<file path="config.mk">
export PLATFORM = sky130hd
export DESIGN_NAME = torque_off_monitor
export DESIGN_NICKNAME = d
export VERILOG_FILES = /design/src/torque_off_pkg.sv /design/src/torque_off_monitor.sv
export VERILOG_INCLUDE_DIRS = /design/src
export SDC_FILE = /design/constraint.sdc
export NUM_CORES = 1
export LEC_CHECK = 0
export ABC_CLOCK_PERIOD_IN_PS = 2310
export BUFFER_PORTS_ARGS = -buffer_cell sky130_fd_sc_hd__buf_4
export CAP_MARGIN = 15
export CORE_ASPECT_RATIO = 0.75
export CORE_MARGIN = 2
export CORE_UTILIZATION = 57
export CTS_CLUSTER_SIZE = 30
export DETAILED_ROUTE_END_ITERATION = 8
export MAX_ROUTING_LAYER = met4
export PLACE_DENSITY = 0.83
export SETUP_SLACK_MARGIN = 0.02
export SKIP_CTS_REPAIR_TIMING = 1
export SYNTH_ARGS = -nofsm -noshare
export SYNTH_HDL_FRONTEND = slang
export SYNTH_SLANG_ARGS = --single-unit
</file>
<file path="constraint.sdc">
create_clock -name CLK -period 2.31 [get_ports CLK]
set_input_delay 0.462 -clock CLK [delete_from_list [all_inputs] [get_ports CLK]]
set_output_delay 0.462 -clock CLK [all_outputs]
set_load 0.01 [all_outputs]
</file>
<file path="src/torque_off_regs.svh">
/*
 * Register offsets, field positions, reset values and timing figures of the
 * torque-off monitor.
 * Assumes a 125 MHz control clock and a 32-bit APB register bus.
 */
`ifndef TORQUE_OFF_REGS_SVH
`define TORQUE_OFF_REGS_SVH

// ----------------------------------------------------------------------------
// register offsets (byte addresses)
// ----------------------------------------------------------------------------
`define OFS_CONTROL 12'h000
`define OFS_INPUT_STATUS 12'h004
`define OFS_ERROR 12'h008
`define OFS_DRIVE_STATE 12'h00C

// ----------------------------------------------------------------------------
// field positions
// ----------------------------------------------------------------------------
`define CTL_ENABLE_BIT 0
`define CTL_DISABLE_BIT 1
`define CTL_CLEAR_BIT 2
`define STS_TORQUE_OFF_BIT 24
`define ERR_ENOFF_BIT 0
`define ERR_FAULT_BIT 1
`define ERR_UNDEF_BIT 14
`define DST_ENABLED_BIT 0
`define DST_GATE_BIT 1

// ----------------------------------------------------------------------------
// reset values and timing
// ----------------------------------------------------------------------------
`define RST_WORD 32'h0000_0000
`define CLK_MHZ 125
`define TEST_PULSE_US 1000
`define MS_US 1000
`define UNDEF_LIMIT_MS 500
`define RESP_MAX_MS 120

`endif

</file>
<file path="src/torque_off_pkg.sv">
/*
 * Types of the torque-off monitor: drive state and the packed state record.
 * Assumes the register header is on the include path.
 */
`default_nettype none
`include "torque_off_regs.svh"

package torque_off_pkg;

    // ------------------------------------------------------------------------
    // drive enable state
    // ------------------------------------------------------------------------
    typedef enum logic [0:0]
    {
        DRV_DISABLED = 1'b0,
        DRV_ENABLED = 1'b1
    } drive_state_t;

    // ------------------------------------------------------------------------
    // complete register state of the monitor
    // ------------------------------------------------------------------------
    typedef struct packed
    {
        logic [2:0] req_s;
        logic [2:0] und_s;
        logic [2:0] flt_s;
        logic [2:0] boot_s;
        logic req_hi;
        logic und_hi;
        logic flt_hi;
        logic boot_hi;
        logic req_ok;
        logic [31:0] low_cnt;
        logic [31:0] tick_cnt;
        logic [31:0] und_ms;
        logic err_undef;
        logic alm_enoff;
        logic alm_fault;
        drive_state_t drv;
        logic drv_en;
        logic lamp;
        logic pready;
        logic pslverr;
        logic [31:0] prdata;
    } mon_state_t;

endpackage : torque_off_pkg

`default_nettype wire

</file>
<file path="src/torque_off_monitor.sv">
/*
 * Torque-off monitor: filters the active-low torque-off request, switches the
 * gate-driver supply, sequences drive enabling, raises alarms and reports
 * status over APB.
 * Assumes pins arrive asynchronously, an external comparator flags the
 * undefined input band, and an APB master on the same 125 MHz clock.
 */
// Added by the designer: the APB interface to the registers and the register offsets.
`timescale 1ns/10ps
`default_nettype none
`include "torque_off_regs.svh"

// Function
// - request high permits drive enabling
// - request low removes gate supply, blocks start
// - re-enable needs high, cleared alarms, command
// - torque removal never bypassed by configuration
// - low pulses under 1 ms ignored
// - torque-off state shown in status bit 24
// - lamp on only with voltage, no fault
// - lamp meaning valid only after start-up
// - undefined band over 500 ms sets error bit 14
// - gate supply off within 120 ms
// - fault alarms never interfere with removal
// - request input is active low
// - enable while low latches alarm until cleared
module torque_off_monitor #(
    parameter int unsigned LOW_QUAL_CYC = `TEST_PULSE_US * `CLK_MHZ,
    parameter int unsigned MS_CYC = `MS_US * `CLK_MHZ
) (
    input wire logic CLK,
    input wire logic SYS_RST,
    input wire logic TORQUE_OFF_REQUEST_N,
    input wire logic UNDEFINED_BAND,
    input wire logic CIRCUIT_FAULT,
    input wire logic STARTUP_DONE,
    output logic GATE_SUPPLY_EN,
    output logic DRIVE_ENABLE,
    output logic SAFETY_STATE_LAMP,
    input wire logic PSEL,
    input wire logic PENABLE,
    input wire logic PWRITE,
    input wire logic [11:0] PADDR,
    input wire logic [31:0] PWDATA,
    output logic [31:0] PRDATA,
    output logic PREADY,
    output logic PSLVERR
);

    // ------------------------------------------------------------------------
    // helpers
    // ------------------------------------------------------------------------

    // filtered level moves only once the second and third stages agree
    function automatic logic settle(input logic [2:0] s, input logic old);
        settle = (s[1] == s[2]) ? s[1] : old;
    endfunction : settle

    // ------------------------------------------------------------------------
    // state
    // ------------------------------------------------------------------------
    torque_off_pkg::mon_state_t st_r;
    torque_off_pkg::mon_state_t st_nxt;
    logic setup_ph;
    logic wr_take;
    logic cmd_enable;
    logic cmd_disable;
    logic cmd_clear;
    logic alarms_pending;
    logic ms_tick;

    // bus phase decode and command strobes
    assign setup_ph = PSEL && !PENABLE;
    assign wr_take = PSEL && PENABLE && st_r.pready && PWRITE;
    assign cmd_enable = wr_take && (PADDR == `OFS_CONTROL) && PWDATA[`CTL_ENABLE_BIT];
    assign cmd_disable = wr_take && (PADDR == `OFS_CONTROL) && PWDATA[`CTL_DISABLE_BIT];
    assign cmd_clear = wr_take && (PADDR == `OFS_CONTROL) && PWDATA[`CTL_CLEAR_BIT];
    assign alarms_pending = st_r.err_undef || st_r.alm_enoff || st_r.alm_fault;
    assign ms_tick = (st_r.tick_cnt == 32'(MS_CYC - 1));

    // ------------------------------------------------------------------------
    // next-state logic
    // ------------------------------------------------------------------------
    always_comb
    begin
        st_nxt = st_r;

        // three-stage synchronisers for all four input pins other than APB, clock and reset
        st_nxt.req_s = {st_r.req_s[1:0], TORQUE_OFF_REQUEST_N};
        st_nxt.und_s = {st_r.und_s[1:0], UNDEFINED_BAND};
        st_nxt.flt_s = {st_r.flt_s[1:0], CIRCUIT_FAULT};
        st_nxt.boot_s = {st_r.boot_s[1:0], STARTUP_DONE};
        st_nxt.req_hi = settle(st_r.req_s, st_r.req_hi);
        st_nxt.und_hi = settle(st_r.und_s, st_r.und_hi);
        st_nxt.flt_hi = settle(st_r.flt_s, st_r.flt_hi);
        st_nxt.boot_hi = settle(st_r.boot_s, st_r.boot_hi);

        // low request removes gate supply only after the test-pulse window;
        // no register bit reaches this path
        if (st_r.req_hi)
        begin
            st_nxt.low_cnt = 32'h0000_0000;
            st_nxt.req_ok = 1'b1;
        end
        else if (st_r.low_cnt == 32'(LOW_QUAL_CYC - 1))
        begin
            st_nxt.req_ok = 1'b0;
        end
        else
        begin
            st_nxt.low_cnt = st_r.low_cnt + 32'h0000_0001;
        end

        // millisecond prescaler and undefined-band timer
        st_nxt.tick_cnt = ms_tick ? 32'h0000_0000 : st_r.tick_cnt + 32'h0000_0001;
        if (!st_r.und_hi)
        begin
            st_nxt.und_ms = 32'h0000_0000;
        end
        else if (ms_tick && st_r.und_ms != 32'hFFFF_FFFF)
        begin
            st_nxt.und_ms = st_r.und_ms + 32'h0000_0001;
        end

        // alarm clear first, so that a same-cycle event overrides it
        if (cmd_clear)
        begin
            st_nxt.err_undef = 1'b0;
            st_nxt.alm_enoff = 1'b0;
            st_nxt.alm_fault = 1'b0;
        end
        if (st_r.und_hi && ms_tick && st_r.und_ms == 32'(`UNDEF_LIMIT_MS))
        begin
            st_nxt.err_undef = 1'b1;
        end
        if (st_r.flt_hi)
        begin
            st_nxt.alm_fault = 1'b1;
        end
        if (cmd_enable && !st_r.req_hi)
        begin
            st_nxt.alm_enoff = 1'b1;
        end

        // drive enable sequencing
        case (st_r.drv)
            torque_off_pkg::DRV_DISABLED:
            begin
                if (cmd_enable && st_r.req_hi && st_r.req_ok && !alarms_pending)
                begin
                    st_nxt.drv = torque_off_pkg::DRV_ENABLED;
                end
            end
            torque_off_pkg::DRV_ENABLED:
            begin
                // a qualified removal or a disable command drops the drive; test pulses do not
                if (cmd_disable || !st_r.req_ok)
                begin
                    st_nxt.drv = torque_off_pkg::DRV_DISABLED;
                end
            end
            default:
            begin
                st_nxt.drv = torque_off_pkg::DRV_DISABLED;
            end
        endcase
        st_nxt.drv_en = (st_nxt.drv == torque_off_pkg::DRV_ENABLED) && st_nxt.req_ok;

        // lamp: dark during start-up, then voltage present, no fault and no alarm pending
        st_nxt.lamp = st_r.boot_hi && st_r.req_hi && !st_r.flt_hi
            && !alarms_pending;

        // APB slave, no wait state: answer in the first access cycle
        st_nxt.pready = setup_ph;
        st_nxt.pslverr = 1'b0;
        if (setup_ph)
        begin
            st_nxt.prdata = `RST_WORD;
            if (PADDR == `OFS_CONTROL)
            begin
                st_nxt.prdata = `RST_WORD;
            end
            else if (PADDR == `OFS_INPUT_STATUS)
            begin
                st_nxt.prdata[`STS_TORQUE_OFF_BIT] = st_r.req_hi;
            end
            else if (PADDR == `OFS_ERROR)
            begin
                st_nxt.prdata[`ERR_ENOFF_BIT] = st_r.alm_enoff;
                st_nxt.prdata[`ERR_FAULT_BIT] = st_r.alm_fault;
                st_nxt.prdata[`ERR_UNDEF_BIT] = st_r.err_undef;
            end
            else if (PADDR == `OFS_DRIVE_STATE)
            begin
                st_nxt.prdata[`DST_ENABLED_BIT] = st_r.drv_en;
                st_nxt.prdata[`DST_GATE_BIT] = st_r.req_ok;
            end
            else
            begin
                st_nxt.pslverr = 1'b1; // unmapped address
            end
        end
    end

    // ------------------------------------------------------------------------
    // state register
    // ------------------------------------------------------------------------
    always_ff @(posedge CLK)
    begin
        if (SYS_RST)
        begin
            st_r <= '0;
        end
        else
        begin
            st_r <= st_nxt;
        end
    end

    // outputs straight from flip-flops
    assign GATE_SUPPLY_EN = st_r.req_ok;
    assign DRIVE_ENABLE = st_r.drv_en;
    assign SAFETY_STATE_LAMP = st_r.lamp;
    assign PRDATA = st_r.prdata;
    assign PREADY = st_r.pready;
    assign PSLVERR = st_r.pslverr;
endmodule : torque_off_monitor

`default_nettype wire

</file>
# Word-level counts from Yosys, hierarchy flattened
# Cells that the tools add are included.
[totals]
output_inout_bits = 37
memories = 0
elab_cells = 93
rom_bits = 0
regBits = 125
input_bits = 53
ram_bits = 0
latchBits = 0
[classes]
multipliers = 0
n_bitwise = 3
magnitude_cmp = 0
shift = 0
reduce_logical = 35
div = 0
addsub = 3
n_eq_ne = 11
n_mux = 20
[ops]
columns = ["operator", "count"]
rows = [
  ["adder 32 x 1 -> 32 bit (second input constant)", 3],
  ["equality test 32 x 17 -> 1 bit (second input constant)", 2],
  ["two-way mux 33 bit", 1],
  ["equality test 32 x 9 -> 1 bit (second input constant)", 1],
  ["two-way mux 32 bit", 1],
  ["!= test 32 bit (second input constant)", 1],
  ["equality test 12 x 4 -> 1 bit (second input constant)", 2],
  ["logical AND 1 bit", 19],
  ["equality test 12 x 3 -> 1 bit (second input constant)", 1],
  ["zero test 12 bit", 1],
  ["two-way mux 1 bit", 12],
  ["two-way mux 2 bit", 4],
  ["nonzero test 2 bit", 3],
  ["OR reduction 2 bit", 3],
  ["zero test 1 bit", 5],
  ["OR reduction 5 bit", 1],
  ["equality test 1 bit", 4],
  ["logical OR 1 bit", 3],
  ["two-way mux 3 bit", 1],
  ["NOT 1 bit", 3],
  ["one-hot mux 1 bit (2 select lines)", 1],
]

# Depth between registers and ports, before layout
# Gate-level depths: netlist of the first run.
[logic_depth]
ltp_word = 11
mapped_depth = 8
depth_no_buf = 7

# Least setup slack after synthesis of the first run
# Ideal clock, no wire load.
[synth_timing]
path_type = "input to register"
from = "input PADDR[5]"
to = "register st_r (netlist bit PRDATA[14])"
t_arrival_ps = 1877
cell_stages = 5
setup_slack_ps = 368
path_buffers = 0
required_ps = 2245
setup_time_ps = 65
path_cell_list = "or4_1 nor4_2 and4b_1 a32oi_1 nor2_1"
[synth_between]
elab_chain_cells = 4
word_cells_on_any_way = 6
classes_between = "2 x eq/ne; 3 x mux; 1 x reduce/logical"
[synth_rtl]
columns = ["item", "line_no", "rtl"]
rows = [
  ["from (decl)", "torque_off_monitor.sv:43", "input wire logic [11:0] PADDR,"],
  ["equality test 12 x 4 -> 1 bit (no source line)", "n/a", ""],
  ["two-way mux 1 bit", "torque_off_monitor.sv:187", "else if (PADDR == `OFS_ERROR)"],
  ["two-way mux 1 bit", "torque_off_monitor.sv:183", "else if (PADDR == `OFS_INPUT_STATUS)"],
  ["two-way mux 1 bit (*)", "torque_off_monitor.sv:179", "if (PADDR == `OFS_CONTROL)"],
  ["to (signal assigned)", "torque_off_monitor.sv:216", "st_r <= st_nxt;"],
  ["to (decl)", "torque_off_monitor.sv:62", "torque_off_pkg::mon_state_t st_r;"],
]
# Mark *: on every way between the ends. The rest lies on a longest branch, timed or not.
# A chain may end at the register's enable or synchronous reset.

# Worst setup path in the final report of the first run
[layout_timing]
from = "register st_r[68] in the netlist's numbering"
to = "register st_r[41] in the netlist's numbering"
[layout_between]
elab_chain_cells = 2
[layout_rtl]
columns = ["item", "line_no", "rtl"]
rows = [
  ["!= test 32 bit", "torque_off_monitor.sv:120", "else if (ms_tick && st_r.und_ms != 32'hFFFF_FFFF)"],
  ["logical AND 1 bit", "torque_off_monitor.sv:120", ""],
]
# Every way passes these cells.

==> flow_summary.ini, run 1 <==
[global_route]
antenna_found_initial = 0
grt_pass1_wl_um = 23600
grt_start_max_net_pins = 48
track_usage_pct = 27.0
grt_pass1_vias = 5180
globalRoute.totalOverflow = 0

[final_layout]
diodes = 0
nNetsFinal = 824
finalInstanceArea_um2 = 7030
syn_to_final_growth_pct = 18.9
drive_gt1_share_pct = 15.0

[clock_network]
cts_tree = done
cts.reportedPaths.clkPinSlew_ns = 0.05
clk_path_buf_depth = 2
clock-sinks = 125
cts_made_buffers = 17
htree_levels = 4
clk_latency_ns = 0.42
cts_root_buf = clkbuf_16

[yosys]
synth_cells = 701
synthDistinctLibCells = 50
syn_area_um2 = 5920
async_reset_ff_share_pct = 0
synth_edf_count = 0
ys_seq_elements = 125
avgSynthCellArea_um2 = 8.44
yosysWarnings = 0
ys_seq_area_share_pct = 42.3
synth_flop_cell = dfxtp_1

[setup_path]
startpoint_type = register
worstPathCellList = nand4_1 > nor4_2 > a311o_1 > buf_4 > mux2i_1 > nor2_1
cpPeakStageDelay_ns = 0.61
crit_buf_inv = 1
cp_max_fo = 6
cp_top_family = simple AND/OR/NAND/NOR gates
critPathKind = register to register
cp-startpoint = st_r[68]
r2r-start = st_r[68]
end_kind = register
arrival_ns = 2.48
cp.required_ns = 2.60
slowest_stage = nor4_2

[sta]
finalHoldViolations = 0
min_period_over_period_pct = 94.9
min_period_ns = 2.19
finalClockSkew_ns = 0.0135
setup_violations = 0
finalMaxSlewViolations = 0
tightestPinTransition_ns = 0.703
rsz0062_at_grt = false
relSlewSlack_pct = 52.8
tns_ns = 0
clock.fmax_ghz = 0.456

[job]
cap_violations = 0

[floorplan]
rows = 32
dieHeight_um = 92.2
coreArea_um2 = 10200
die_w_um = 122
die-area_um2 = 11200
start_util_pct = 57.9
ios = 90

[power_and_ir_drop]
total_power_w = 0.00503
power_density_nw_per_um2 = 715
vdd_drop_max_mv = 0.814
power_leakage_nw = 2.55

[placement]
place_area_um2 = 6350
dpl.hpwl_um = 9510
io_buffers = 32
place.gp.congestion = 0.922

[routing]
drt_first_pass_iters = 7
wl_per_cell_um = 16.3
drtIter0Drc = 661
route.vias.total = 5584
antenna_left = 0
drc = 0
finalWirelength_um = 14900
via_per_inst = 6.10

[min_path]
hold_class = primary input to register
worstHoldStart = TORQUE_OFF_REQUEST_N

[run_status]
status = complete, no violations
synthesized netlist by cell type, types with 18 or more instances:
cell type    n  area, um^2
a21oi_1     35         175
buf_4       33         248
clkbuf_1    18        67.6
dfxtp_1    125        2500
nand2_1     46         173
nand3_1     48         240
nand4_1     32         200
nor2_1      90         338
nor4_1      28         175
o21ai_0     31         155
or3_1       27         169
xnor2_1     19         166
xor2_1      40         350
per-layer routing:
| metal | global-route usage [%] | part of all wire (%) | vias to the layer above |
|---|---|---|---|
| met2 | 44.2 | 47 | 290 |
| met3 | 6.59 | 7.9 | 48 |
| met5 | - | 0 | - |
| li1 | - | - | 2600 |
| met4 | 9.48 | 2.3 | 0 |
| met1 | 32.7 | 42 | 2646 |
flip-flops by register name (all words and copies together), names as in the netlist:
register / flops
DRIVE_ENABLE: 1
st_nxt: 8
st_r: 108
PREADY: 1
GATE_SUPPLY_EN: 1
PRDATA: 4
SAFETY_STATE_LAMP: 1
PSLVERR: 1
logic make-up after synthesis:
group | count (synthesis) | synth area share (%)
other cells | 1 | 0.0634
mux | 5 | 0.888
xor+xnor | 59 | 8.74
simple gates | 353 | 32.2
flops | 125 | 42.3
fa+ha+maj | 4 | 0.846
compound gates | 85 | 8.19
buf+inv | 69 | 6.77
worst paths after layout:
kind	slack, ns	to	depth (start not counted)
max	0.12	st_r[41]	6
min	0.27	st_nxt[151]	2
max reg2reg	0.12	st_r[41]	6
min reg2reg	0.44	st_nxt[146]	1
worst register-to-register path: cells and delay by family (launching register included):
family | cells | cell delay (ns)
simple gates | 3 | 0.84
compound gates | 1 | 0.45
flops | 1 | 0.41
buf+inv | 1 | 0.19
mux | 1 | 0.18
layout make-up:
class	instances	area, um^2
multi-input combinational	538	3170
clock buffer	19	443
inverter	13	48.8
tap	136	170
clock inverter	12	160
fill	770	3180
timing repair buffer	72	541
sequential	125	2500
where the power goes:
| group | leakage, nW | switching [W] | internal (W) |
|---|---|---|---|
| logic | 1.25 | 0.0000738 | 0.0000489 |
| registers | 1.01 | 0.0000128 | 0.00218 |
| clock network | 0.294 | 0.000990 | 0.00173 |
stage by stage:
step                std cells  hold WS (ns)  setup slack, ns  util [%]
floorplan                 728         0.414            0.368         -
global placement          877         0.424           0.0995      62.2
detailed placement        877         0.428          -0.0146      62.2
CTS                       908         0.260          -0.0485      68.1
global route              915         0.268           0.0217      68.9
finish                    915         0.265            0.117      68.9
cell usage in the layout, fill, tap and decap left out, types with 4 or more instances in the layout:
cell type,Yosys,layout
nand3_1,48,48
ha_1,4,4
inv_1,13,13
xor2_1,40,40
nand2_1,46,46
a22oi_1,4,4
o21ai_0,31,31
and3_1,17,17
clkbuf_16,0,17
nor3_1,10,10
nor2b_1,13,13
nor2_1,90,90
conb_1,1,28
dfxtp_1,125,125
nor4_1,28,27
nor4_2,3,4
and2_1,5,5
nor4b_1,6,6
or3_1,27,27
buf_4,33,72
xnor2_1,19,19
nand4_1,32,32
a21oi_1,35,35
and4_1,9,9
or4_1,7,7
Note: power is estimated with default switching activity, not from simulation.
==> run 2, diff against run 1 <==
SETUP_SLACK_MARGIN = 0.5   (was 0.02)
==> run 2 against run 1 <==
First-iteration DRC count is 17% lower. Hold slack worse by 0.011 ns. Fmax is 2.3% lower. Register-to-register slack worse by 0.05 ns. Combinational power is 11% higher. Core utilization is 4.2 points higher. Global-route usage is 0.99 points lower. Via count is 2.5% lower. Clock skew is 0.0073 ns lower. Clock-buffer cell count is 2 higher. Power is 2.7% higher. Critical endpoint is now st_r[63]. Largest power group unchanged.
==> flow_summary.ini, run 2 (same netlist as run 1, synthesis figures left out) <==
[setup_path]
cp.required_ns = 2.61
cp_top_family = compound AO/OA/AOI/OAI gates
end_kind = register
cp_max_fo = 13
crit_buf_inv = 2
arrival_ns = 2.55
worstPathCellList = nor4b_4 > nand4_1 > a311o_2 > buf_4 > clkbuf_16 > o21ai_0 > a21oi_2
cpPeakStageDelay_ns = 0.49
slowest_stage = a311o_2
critPathKind = register to register
startpoint_type = register

[final_layout]
final_common_cell = dfxtp_1
nNetsFinal = 819
num-fill-cells = 702
drive_gt1_share_pct = 23.3
largest_register_ffs = 108
syn_to_final_growth_pct = 26.1
final_cell_mix = dfxtp_1, nor2_1, buf_4
final_util_pct = 73.1
diodes = 0
largest-register = st_r

[power_and_ir_drop]
p_int_w = 0.00411
power_density_nw_per_um2 = 693
p_clk_share_pct = 55.1
power.switching_w = 0.00106
pwr-share-comb_pct = 2.6
p_sw_share_pct = 20.4
power_leakage_nw = 2.72
vdd_drop_max_mv = 0.719
p_seq_share_pct = 42.3

[sta]
clock.fmax_ghz = 0.445
min_period_ns = 2.25
tightestPinTransition_ns = 0.646
min_period_over_period_pct = 97.2
finalHoldViolations = 0
relSlewSlack_pct = 56.6
worst_slack_ns = 0.0650
setup_violations = 0
finalClockSkew_ns = 0.00622
finalHoldWorstSlack_ns = 0.255
tns_ns = 0
finalMaxSlewViolations = 0
rsz0062_at_grt = true

[run_status]
status = complete, no violations

[clock_network]
cts_made_buffers = 17
cts.reportedPaths.clkPinSlew_ns = 0.06
cts_tree = done
clock-sinks = 125
htree_levels = 4
cts_root_buf = clkbuf_16
clk_latency_ns = 0.42
clk_path_buf_depth = 2

[floorplan]
dieHeight_um = 92.2
ios = 90
die_w_um = 122
rows = 32
start_util_pct = 57.9
coreArea_um2 = 10200
die-area_um2 = 11200

[routing]
antenna_left = 0
wl_per_cell_um = 16.3
finalWirelength_um = 14900
drc = 0
route.vias.total = 5444
drt_first_pass_iters = 5
via_per_inst = 5.98
drtIter0Drc = 547

[global_route]
globalRoute.totalOverflow = 0
antenna_found_initial = 0
grt_pass1_vias = 4800
grt_start_max_net_pins = 34
grt_pass1_wl_um = 22700
track_usage_pct = 26.1

[placement]
io_buffers = 32
dpl.hpwl_um = 8970
place.gp.congestion = 0.939
place_ws_ns = 0.188

[min_path]
hold_class = primary input to register

[job]
cap_violations = 0
==> run 2: changes by cell type in the layout (fill, tap and decap cells not counted), sizes merged <==
cell / delta
or2: +3
a311o: -4
clkinvlp: +2
buf: -5
bufinv: +1
inv: -2
clkinv: -3
clkbuf: +3
==> run 2: worst paths after layout <==
kind	from	to	slack (ns)	cells past startpoint
min	STARTUP_DONE	st_nxt[142]	0.25	2
max	st_r[89]	st_r[63]	0.06	7
max reg2reg	st_r[89]	st_r[63]	0.06	7
min reg2reg	st_nxt[148]	st_nxt[149]	0.44	1
==> run 2: worst reg2reg max path, cell delays in order, from the launching register on <==
cell and delay, ns:
dfxtp_4 0.36, nor4b_4 0.30, nand4_1 0.28, a311o_2 0.49, buf_4 0.16, clkbuf_16 0.16, o21ai_0 0.27, a21oi_2 0.10
==> run 2: per-layer routing <==
layer | global-route usage (%) | vias to the layer above | wire length (um)
met5 | - | - | 0
met4 | 9.39 | 0 | 365
met3 | 6.16 | 39 | 999
met2 | 39.9 | 238 | 7080
met1 | 33.8 | 2589 | 6420
li1 | - | 2578 | -
==> run 2: area by class of cell <==
class | instances | area, um^2 | share of cell area (%)
flip-flops and latches | 125 | 2550 | 34.3
clock buffers | 21 | 470 | 6.31
multi-input cells | 537 | 3490 | 46.8
inverters | 13 | 48.8 | 0.654
clock inverters | 10 | 161 | 2.16
repair buffers | 68 | 559 | 7.50
well taps | 136 | 170 | 2.28
==> run 2: through the flow <==
| stage | power, W | instance area, um^2 | instances |
|---|---|---|---|
| 2_1_floorplan | 0.00234 | 6070 | 728 |
| 3_3_place_gp | 0.00235 | 6270 | 857 |
| 3_5_place_dp | 0.00236 | 6270 | 857 |
| 4_1_cts | 0.00517 | 6900 | 888 |
| 5_1_grt | 0.00530 | 7460 | 910 |
| 6_report | 0.00517 | 7460 | 910 |
==> run 2: power groups by stage <==
| stage | clock network (W) | registers (W) | logic (W) |
|---|---|---|---|
| 6_report | 0.00284 | 0.00219 | 0.000136 |
| 5_1_grt | 0.00296 | 0.00219 | 0.000152 |
| 4_1_cts | 0.00286 | 0.00219 | 0.000125 |
| 3_5_place_dp | 0 | 0.00224 | 0.000123 |
| 3_3_place_gp | 0 | 0.00223 | 0.000118 |
| 2_1_floorplan | 0 | 0.00223 | 0.000110 |
==> run 3, diff against run 2 <==
ABC_CLOCK_PERIOD_IN_PS = not set   (was 2310)
CORE_UTILIZATION = 50   (was 57)
GPL_TIMING_DRIVEN = 0   (was not set)
PLACE_DENSITY = 0.75   (was 0.83)
==> run 3 against run 2 <==
Sequential cell count unchanged. First-iteration DRC count decreased by 25%. Global-route usage decreased by 2.5 points. Hold slack improved by 0.0046 ns. Register-to-register slack improved by 0.08 ns. Critical path type unchanged. Highest routed layer unchanged.
==> flow_summary.ini, run 3 (same netlist as run 1, synthesis figures left out) <==
[final_layout]
final_cell_mix = dfxtp_1, nor2_1, buf_4
syn_to_final_growth_pct = 30.0
largest-register = st_r
largest_register_ffs = 108
final_cells = 975
final_common_cell = dfxtp_1
diodes = 0
nNetsFinal = 857
drive_gt1_share_pct = 25.6
finalInstanceArea_um2 = 7690

[setup_path]
critPathKind = register to register
slowest_stage = a311o_2
arrival_ns = 2.51
crit_buf_inv = 1
cp-startpoint = st_r[91]
worstPathCellList = nor4_4 > nand4_1 > a311o_2 > buf_6 > or4_4 > a21oi_2
cpPeakStageDelay_ns = 0.51
end_kind = register
cp_max_fo = 6
cp.required_ns = 2.66
cp_top_family = simple AND/OR/NAND/NOR gates
startpoint_type = register
r2r-start = st_r[91]

[floorplan]
dieHeight_um = 98.2
die_w_um = 130
die-area_um2 = 12700
coreArea_um2 = 11600
ios = 90
rows = 34
start_util_pct = 51.1

[min_path]
hold_class = primary input to register
worstHoldStart = TORQUE_OFF_REQUEST_N

[routing]
wl_per_cell_um = 15.9
drtIter0Drc = 408
drc = 0
route.vias.total = 5516
antenna_left = 0
via_per_inst = 5.66
finalWirelength_um = 15500
drt_first_pass_iters = 4

[power_and_ir_drop]
power.switching_w = 0.00111
total_power_w = 0.00499
pwr-share-comb_pct = 3.4
power_density_nw_per_um2 = 648
p_sw_share_pct = 22.3
p_int_w = 0.00388
p_seq_share_pct = 43.8
vdd_drop_max_mv = 0.536
p_clk_share_pct = 52.8
power_leakage_nw = 2.89

[sta]
finalHoldViolations = 0
tightestPinTransition_ns = 0.641
rsz0062_at_grt = true
finalHoldWorstSlack_ns = 0.259
finalMaxSlewViolations = 0
min_period_over_period_pct = 93.7
min_period_ns = 2.17
tns_ns = 0
clock.fmax_ghz = 0.462
relSlewSlack_pct = 56.9
finalClockSkew_ns = 0.00931
setup_violations = 0

[global_route]
grt_pass1_vias = 5101
antenna_found_initial = 0
grtUsageMet1_pct = 30.9
grt_pass1_wl_um = 23500
track_usage_pct = 23.6
globalRoute.totalOverflow = 0
met2_usage_pct = 35.5
grt_start_max_net_pins = 17
met3_usage_pct = 5.75
grt-busiest-layer = met2

[clock_network]
clk_path_buf_depth = 2
clk_latency_ns = 0.41
cts_root_buf = clkbuf_16
htree_levels = 4
cts_made_buffers = 17
cts.reportedPaths.clkPinSlew_ns = 0.06
clock-sinks = 125
cts_tree = done

[placement]
io_buffers = 32
dp_cells = 922
place.gp.congestion = 0.882
dpl.hpwl_um = 9890
place_area_um2 = 6510

[job]
cap_violations = 0

[run_status]
status = complete, no violations
==> run 3: cell types whose count changed in the layout (fill, tap and decap cells not counted), moves of 6 or more <==
cell,change
buf_4,+23
dfxtp_2,-6
dfxtp_1,+6
o21ai_0,-7
clkbuf_1,+11
==> run 3: cell type report <==
type	instances	area, um^2
inverter	13	48.8
clock inverter	13	141
tap	162	203
buffer	56	388
clock buffer	19	443
fill	918	3880
sequential	125	2550
timing repair buffer	53	397
multi-input combinational	534	3520
==> run 3: worst paths after layout <==
check                      to  slack [ns]  cells past startpoint
hold / removal    st_nxt[151]        0.26                      2
setup / recovery     st_r[47]        0.14                      6
hold reg to reg   st_nxt[149]        0.44                      1
setup reg to reg     st_r[47]        0.14                      6
==> run 3: power groups by stage <==
stage | Clock (W) | Sequential, W | Combinational [W]
after detailed placement | 0 | 0.00224 | 0.000164
after global routing | 0.00275 | 0.00219 | 0.000190
after floorplan | 0 | 0.00223 | 0.000110
final | 0.00263 | 0.00218 | 0.000171
after global placement | 0 | 0.00224 | 0.000159
after CTS | 0.00264 | 0.00219 | 0.000165
==> run 3: stage by stage <==
step | setup WS [ns] | utilization [%]
after floorplan | 0.435 | -
after global placement | 0.0356 | 56.3
after detailed placement | -0.0446 | 56.3
after CTS | -0.0693 | 61.3
after global routing | 0.0783 | 66.4
final | 0.144 | 66.4
==> run 3: metal layers <==
| metal | part of all wire (%) | vias to the layer above |
|---|---|---|
| met5 | 0 | - |
| met4 | 1.6 | 0 |
| met3 | 6.5 | 28 |
| met2 | 48 | 222 |
| met1 | 44 | 2615 |
| li1 | - | 2651 |
==> run 3: worst reg2reg max path, cell delays in order, from the launching register on <==
cell and delay, ns:
dfxtp_4 0.36, nor4_4 0.28, nand4_1 0.26, a311o_2 0.51
buf_6 0.16, or4_4 0.41, a21oi_2 0.12
